--- config.mk ---
export PLATFORM = sky130hd
export DESIGN_NAME = prc_top
export DESIGN_NICKNAME = d
export VERILOG_FILES = /design/src/verilog/prc_bank.v /design/src/verilog/prc_top.v
export VERILOG_INCLUDE_DIRS = /design/src /design/src/verilog
export SDC_FILE = /design/constraint.sdc
export NUM_CORES = 1
export LEC_CHECK = 0
export CORE_MARGIN = 8
export CORE_UTILIZATION = 35
export DETAILED_ROUTE_END_ITERATION = 8
export DONT_BUFFER_PORTS = 1
export GPL_TIMING_DRIVEN = 0
export PLACE_DENSITY_LB_ADDON = 0.2
export SLEW_MARGIN = 40
export SYNTH_ARGS = -nofsm -noshare
export SYNTH_HDL_FRONTEND = slang
export SYNTH_HIERARCHICAL = 1
export SYNTH_SLANG_ARGS = --single-unit
--- constraint.sdc ---
create_clock -name mclk -period 2.6 [get_ports mclk]
set_input_delay 0.26 -clock mclk [delete_from_list [all_inputs] [get_ports mclk]]
set_output_delay 0.26 -clock mclk [all_outputs]
set_load 0.03 [all_outputs]
--- src/verilog/prc_regs.vh ---
`ifndef PRC_REGS_VH
`define PRC_REGS_VH

// ==========================================================
// register map (byte offsets, word aligned)
`define PRC_ADDR_W          8
`define PRC_FAST_RST_OFS    8'h0c
`define PRC_SLOW_RST_OFS    8'h10

// ==========================================================
// reset values
`define PRC_FAST_RST_RST    32'h0000_0000
`define PRC_SLOW_RST_RST    32'h0000_0000

// ==========================================================
// writable bits; everything else is reserved and reads zero
`define PRC_FAST_RST_WMASK  32'h0038_7e7d
`define PRC_SLOW_RST_WMASK  32'h3e60_0000

// ==========================================================
// fast bus reset register fields
`define PRC_F_TIMER_TEN     21
`define PRC_F_TIMER_NINE    20
`define PRC_F_TIMER_EIGHT   19
`define PRC_F_USART0        14
`define PRC_F_ADV_TIMER1    13
`define PRC_F_SPI0          12
`define PRC_F_ADV_TIMER0    11
`define PRC_F_ADC1          10
`define PRC_F_ADC0          9
`define PRC_F_PORT_E        6
`define PRC_F_PORT_D        5
`define PRC_F_PORT_C        4
`define PRC_F_PORT_B        3
`define PRC_F_PORT_A        2
`define PRC_F_ALT_FUNC      0

// ==========================================================
// slow bus reset register fields
`define PRC_S_DAC           29
`define PRC_S_POWER         28
`define PRC_S_BACKUP        27
`define PRC_S_CAN1          26
`define PRC_S_CAN0          25
`define PRC_S_I2C1          22
`define PRC_S_I2C0          21

`endif

--- src/verilog/prc_bank.v ---
`timescale 1ns/100ps

// ==========================================================
// one software-owned reset register with byte-lane writes
module prc_bank
#(
   parameter          WIDTH   = 32,
   parameter [31:0]   RST_VAL = 32'h0000_0000,
   parameter [31:0]   WMASK   = 32'hffff_ffff
)
(
   input  wire              mclk,
   input  wire              sys_rst,
   input  wire              wr_en,
   input  wire [3:0]        wr_be,
   input  wire [WIDTH-1:0]  wr_data,
   output reg  [WIDTH-1:0]  q_ff
);

   wire [WIDTH-1:0] nxt_q;

   genvar b;
   generate
      for (b = 0; b < WIDTH; b = b + 1)
      begin : g_bit
         // reserved bits never store, so they always hold their RST_VAL bit from reset
         assign nxt_q[b] = (WMASK[b] & wr_en & wr_be[b/8]) ? wr_data[b] : q_ff[b];
      end
   endgenerate

   always @(posedge mclk)
   begin
      if (sys_rst)
         q_ff <= RST_VAL[WIDTH-1:0];
      else
         q_ff <= nxt_q;
   end

endmodule

--- src/verilog/prc_top.v ---
// Behaviour
// - Byte, half-word and word writes are accepted and only the enabled byte lanes change.
// - The first reset register sits at offset 0x0c and clears to zero on system reset.
// - Reset bits change only by software writes and system reset; one holds the peripheral in reset, zero releases it.
// - First register bits 21, 20 and 19 reset the tenth, ninth and eighth general timers.
// - First register bits 6 down to 2 reset GPIO ports E, D, C, B and A, each on its own.
// - First register bit 0 resets the alternate-function I/O remap logic.
// - Reserved bits read zero and software writes them only with zero.
// - The second reset register sits at offset 0x10 and clears to zero on system reset.
// - Second register bit 29 resets the DAC, bit 28 the power control; 31:30 and 24:23 are reserved.
// - Second register bit 27 resets the backup interface, 26 and 25 the CANs, 22 and 21 the I2Cs.
//
// Design decision made here: the plain strobed port.
`timescale 1ns/100ps
`include "prc_regs.vh"

module prc_top
(
   input  wire                     mclk,
   input  wire                     sys_rst,
   input  wire [`PRC_ADDR_W-1:0]   reg_addr,
   input  wire [31:0]              reg_wdata,
   input  wire [3:0]               reg_be,
   input  wire                     reg_wr,
   input  wire                     reg_rd,
   output reg  [31:0]              reg_rdata_ff,
   output wire                     timer_ten_reset,
   output wire                     timer_nine_reset,
   output wire                     timer_eight_reset,
   output wire                     first_usart_reset,
   output wire                     second_advanced_timer_reset,
   output wire                     first_spi_reset,
   output wire                     first_advanced_timer_reset,
   output wire                     second_adc_reset,
   output wire                     first_adc_reset,
   output wire                     port_e_reset,
   output wire                     port_d_reset,
   output wire                     port_c_reset,
   output wire                     port_b_reset,
   output wire                     port_a_reset,
   output wire                     alt_function_io_reset,
   output wire                     dac_unit_reset,
   output wire                     power_control_reset,
   output wire                     backup_interface_reset,
   output wire                     second_can_reset,
   output wire                     first_can_reset,
   output wire                     second_i2c_reset,
   output wire                     first_i2c_reset
);

   // ==========================================================
   // address decode
   localparam [`PRC_ADDR_W-1:0] FAST_OFS = `PRC_FAST_RST_OFS;
   localparam [`PRC_ADDR_W-1:0] SLOW_OFS = `PRC_SLOW_RST_OFS;

   wire        sel_fast;
   wire        sel_slow;
   wire        wr_fast;
   wire        wr_slow;
   wire        rd_fast;
   wire        rd_slow;
   wire [31:0] fast_q;
   wire [31:0] slow_q;
   reg  [31:0] fast_view;
   reg  [31:0] slow_view;
   reg  [31:0] nxt_rdata;

   // low address bits are ignored: lanes are chosen by reg_be
   assign sel_fast = (reg_addr[`PRC_ADDR_W-1:2] == FAST_OFS[`PRC_ADDR_W-1:2]);
   assign sel_slow = (reg_addr[`PRC_ADDR_W-1:2] == SLOW_OFS[`PRC_ADDR_W-1:2]);

   // an unmapped address selects nothing: writes vanish, reads give zero
   assign wr_fast  = reg_wr & sel_fast;
   assign wr_slow  = reg_wr & sel_slow;
   assign rd_fast  = reg_rd & sel_fast;
   assign rd_slow  = reg_rd & sel_slow;

   // ==========================================================
   // the two reset registers
   prc_bank
   #(
      .WIDTH   (32),
      .RST_VAL (`PRC_FAST_RST_RST),
      .WMASK   (`PRC_FAST_RST_WMASK)
   )
   u_fast
   (
      .mclk    (mclk),
      .sys_rst (sys_rst),
      .wr_en   (wr_fast),
      .wr_be   (reg_be),
      .wr_data (reg_wdata),
      .q_ff    (fast_q)
   );

   prc_bank
   #(
      .WIDTH   (32),
      .RST_VAL (`PRC_SLOW_RST_RST),
      .WMASK   (`PRC_SLOW_RST_WMASK)
   )
   u_slow
   (
      .mclk    (mclk),
      .sys_rst (sys_rst),
      .wr_en   (wr_slow),
      .wr_be   (reg_be),
      .wr_data (reg_wdata),
      .q_ff    (slow_q)
   );

   // ==========================================================
   // read views, built field by field
   // reserved positions are never assigned here, so they read zero
   // whatever write mask a bank is built with
   always @*
   begin
      fast_view                     = 32'h0000_0000;
      fast_view[`PRC_F_TIMER_TEN]   = fast_q[`PRC_F_TIMER_TEN];
      fast_view[`PRC_F_TIMER_NINE]  = fast_q[`PRC_F_TIMER_NINE];
      fast_view[`PRC_F_TIMER_EIGHT] = fast_q[`PRC_F_TIMER_EIGHT];
      fast_view[`PRC_F_USART0]      = fast_q[`PRC_F_USART0];
      fast_view[`PRC_F_ADV_TIMER1]  = fast_q[`PRC_F_ADV_TIMER1];
      fast_view[`PRC_F_SPI0]        = fast_q[`PRC_F_SPI0];
      fast_view[`PRC_F_ADV_TIMER0]  = fast_q[`PRC_F_ADV_TIMER0];
      fast_view[`PRC_F_ADC1]        = fast_q[`PRC_F_ADC1];
      fast_view[`PRC_F_ADC0]        = fast_q[`PRC_F_ADC0];
      fast_view[`PRC_F_PORT_E]      = fast_q[`PRC_F_PORT_E];
      fast_view[`PRC_F_PORT_D]      = fast_q[`PRC_F_PORT_D];
      fast_view[`PRC_F_PORT_C]      = fast_q[`PRC_F_PORT_C];
      fast_view[`PRC_F_PORT_B]      = fast_q[`PRC_F_PORT_B];
      fast_view[`PRC_F_PORT_A]      = fast_q[`PRC_F_PORT_A];
      fast_view[`PRC_F_ALT_FUNC]    = fast_q[`PRC_F_ALT_FUNC];
   end

   always @*
   begin
      slow_view                     = 32'h0000_0000;
      slow_view[`PRC_S_DAC]         = slow_q[`PRC_S_DAC];
      slow_view[`PRC_S_POWER]       = slow_q[`PRC_S_POWER];
      slow_view[`PRC_S_BACKUP]      = slow_q[`PRC_S_BACKUP];
      slow_view[`PRC_S_CAN1]        = slow_q[`PRC_S_CAN1];
      slow_view[`PRC_S_CAN0]        = slow_q[`PRC_S_CAN0];
      slow_view[`PRC_S_I2C1]        = slow_q[`PRC_S_I2C1];
      slow_view[`PRC_S_I2C0]        = slow_q[`PRC_S_I2C0];
   end

   // ==========================================================
   // read path, data valid the cycle after the strobe only
   always @*
   begin
      case ({rd_fast, rd_slow})
         2'b10:
            nxt_rdata = fast_view;
         2'b01:
            nxt_rdata = slow_view;
         default:
            nxt_rdata = 32'h0000_0000;
      endcase
   end

   always @(posedge mclk)
   begin
      if (sys_rst)
         reg_rdata_ff <= 32'h0000_0000;
      else
         reg_rdata_ff <= nxt_rdata;
   end

   // ==========================================================
   // per-peripheral reset lines, each a register bit itself so
   // release lands one cycle after the clearing write
   // general timers
   assign timer_ten_reset             = fast_q[`PRC_F_TIMER_TEN];
   assign timer_nine_reset            = fast_q[`PRC_F_TIMER_NINE];
   assign timer_eight_reset           = fast_q[`PRC_F_TIMER_EIGHT];

   // ==========================================================
   // serial, advanced timer and converter resets
   assign first_usart_reset           = fast_q[`PRC_F_USART0];
   assign second_advanced_timer_reset = fast_q[`PRC_F_ADV_TIMER1];
   assign first_spi_reset             = fast_q[`PRC_F_SPI0];
   assign first_advanced_timer_reset  = fast_q[`PRC_F_ADV_TIMER0];
   assign second_adc_reset            = fast_q[`PRC_F_ADC1];
   assign first_adc_reset             = fast_q[`PRC_F_ADC0];

   // ==========================================================
   // gpio ports and alternate-function remap
   assign port_e_reset                = fast_q[`PRC_F_PORT_E];
   assign port_d_reset                = fast_q[`PRC_F_PORT_D];
   assign port_c_reset                = fast_q[`PRC_F_PORT_C];
   assign port_b_reset                = fast_q[`PRC_F_PORT_B];
   assign port_a_reset                = fast_q[`PRC_F_PORT_A];
   assign alt_function_io_reset       = fast_q[`PRC_F_ALT_FUNC];

   // ==========================================================
   // slow bus resets
   assign dac_unit_reset              = slow_q[`PRC_S_DAC];
   assign power_control_reset         = slow_q[`PRC_S_POWER];
   assign backup_interface_reset      = slow_q[`PRC_S_BACKUP];
   assign second_can_reset            = slow_q[`PRC_S_CAN1];
   assign first_can_reset             = slow_q[`PRC_S_CAN0];
   assign second_i2c_reset            = slow_q[`PRC_S_I2C1];
   assign first_i2c_reset             = slow_q[`PRC_S_I2C0];

endmodule
==> impl_metrics.yaml <==
status:
  run_status: "finished clean"
die:
  start_util: 0.357
  placementRows: 26
  die-area_um2: 7700
  io_pins: 102
  core_area_um2: 5040
  fp.dieH_um: 87.7
  die_x_um: 87.7
cells_and_area:
  finalInstanceArea_um2: 2010
  layout_commonest_cell: "dfxtp_1"
  fin_cells: 252
  diodes: 0
  num-fill-cells: 500
  register_area_um2: 861
  multi_input_area_um2: 807
  finalNetCount: 232
  layout_common_cells: "dfxtp_1 (43), nand3_1 (24), a21bo_1 (18)"
  area_delta_synth_final_pct: 11.8
  drive_above_1_share: 0.319
timing:
  fin_skew_ns: 0.00366
  fin_crit_sh: 0.492
  fin_crit_ns: 1.28
  rsz0062_at_grt: "false"
  final_hold_viol_count: 0
  setup_violations: 0
  fmax_ghz: 0.781
  tns_ns: 0
  drv_slew: 0
grt:
  grt_usage: 0.117
  grt_pass1_vias: 1276
  grt_pass1_wl_um: 6770
  grt_remaining_overflow: 0
  antenna_found_initial: 0
  grt_max_degree: 17
route:
  viasPerCell: 4.92
  ant_nets: 0
  drtPass1Iterations: 6
  num_vias: 1240
  post_drt_wl_per_cell_um: 18.1
  drcViolationCount: 0
  drt-initial-drc-count: 55
  wl_um: 4560
power:
  power_frac_seq: 0.578
  switching_power_w: 0.000256
  p_comb_frac: 0.051
  clkPwrFrac: 0.371
  peakVddDrop_uv: 195
  leakage_nw: 0.785
  swShare: 0.224
  p_int_w: 0.000888
  power-per-cell-area_nw_per_um2: 568
clock_tree:
  postCtsHoldBufs: 0
  post-cts-setup-buffers: 0
  clk_pin_slew_ns: 0.08
  cts_sinks: 43
  h-tree-depth: 2
  clkLatencyLatePin_ns: 0.29
  cts-root-buf: "clkbuf_8"
  numCtsBuffers: 5
  cts_resized: 0
  tritoncts: "done"
  cts_buffer_depth: 2
run:
  max_cap_violations: 0
worst_setup_path:
  path_buf_inv: 0
  start_kind: "input port"
  setup.worst_path.class: "input port to register"
  max_stage_delay_ns: 0.38
  crit_chain: "nor3_4 -> and3_1 -> ha_1 -> nor3b_2 -> and2_1"
  reg2reg_slack_ns: 1.56
  crit_fanout: 6
  critPathRequiredTime_ns: 2.83
  cp_slowest_cell: "nor3b_2"
  cp_top_family: "simple AND/OR/NAND/NOR gates"
  worstPathArrival_ns: 1.51
  endpoint_kind: "register"
yosys:
  netlist_area_um2: 1800
  synth_cells: 165
  ys.warnings.count: 6
  avgSynthCellArea_um2: 10.9
place:
  dpl-instance-area_um2: 1930
  portBuffers: 0
  dp_hpwl_um: 3580
  routabilityCongestion: 0.711
  dp.cells: 245
worst_hold_path:
  holdCritPathClass: "input port to register"
-- final cells by class --
cell class / instances / area share
clock buffers: 6 / 0.0410
well taps: 70 / 0.0435
clock inverters: 1 / 0.00249
plain buffers: 20 / 0.0845
flip-flops and latches: 43 / 0.428
multi-input cells: 112 / 0.401
-- power groups by stage --
| stage | Clock, W | Sequential [W] | Combinational (W) |
|---|---|---|---|
| 5_1_grt | 0.000464 | 0.000661 | 0.0000628 |
| 6_report | 0.000425 | 0.000661 | 0.0000589 |
| 3_5_place_dp | 0 | 0.000676 | 0.0000576 |
| 3_3_place_gp | 0 | 0.000676 | 0.0000566 |
| 2_1_floorplan | 0 | 0.000676 | 0.0000532 |
| 4_1_cts | 0.000442 | 0.000661 | 0.0000577 |
-- metal layers --
layer / GRT usage / part of all wire
met5: 0 / 0
met4: 0.0359 / 0.0094
met3: 0.0704 / 0.13
met2: 0.198 / 0.50
met1: 0.116 / 0.36
-- sequential cells by signal, summed over array words and instances (netlist names) --
register / count
reg_rdata_ff: 21
u_fast/q_ff: 15
u_slow/q_ff: 7
-- per-stage QoR --
stage               worst slack, ns  utilization  total power (W)  hold slack [ns]
floorplan                      1.26            -         0.000729            0.322
global placement               1.11        0.382         0.000733            0.327
detailed placement             1.02        0.382         0.000734            0.328
CTS                            1.33        0.399          0.00116          0.00951
global route                   1.25        0.399          0.00119          0.00260
finish                         1.32        0.399          0.00114           0.0267
-- final timing paths --
kind,startpoint,end,depth (start not counted)
setup / recovery,reg_addr[7],reg_rdata_ff[25],5
hold / removal,sys_rst,u_fast/q_ff[6],1
setup reg to reg,u_fast/q_ff[14],u_fast/q_ff[14],2
hold reg to reg,u_fast/q_ff[12],reg_rdata_ff[12],1
Power figures use the tool's default switching activity.
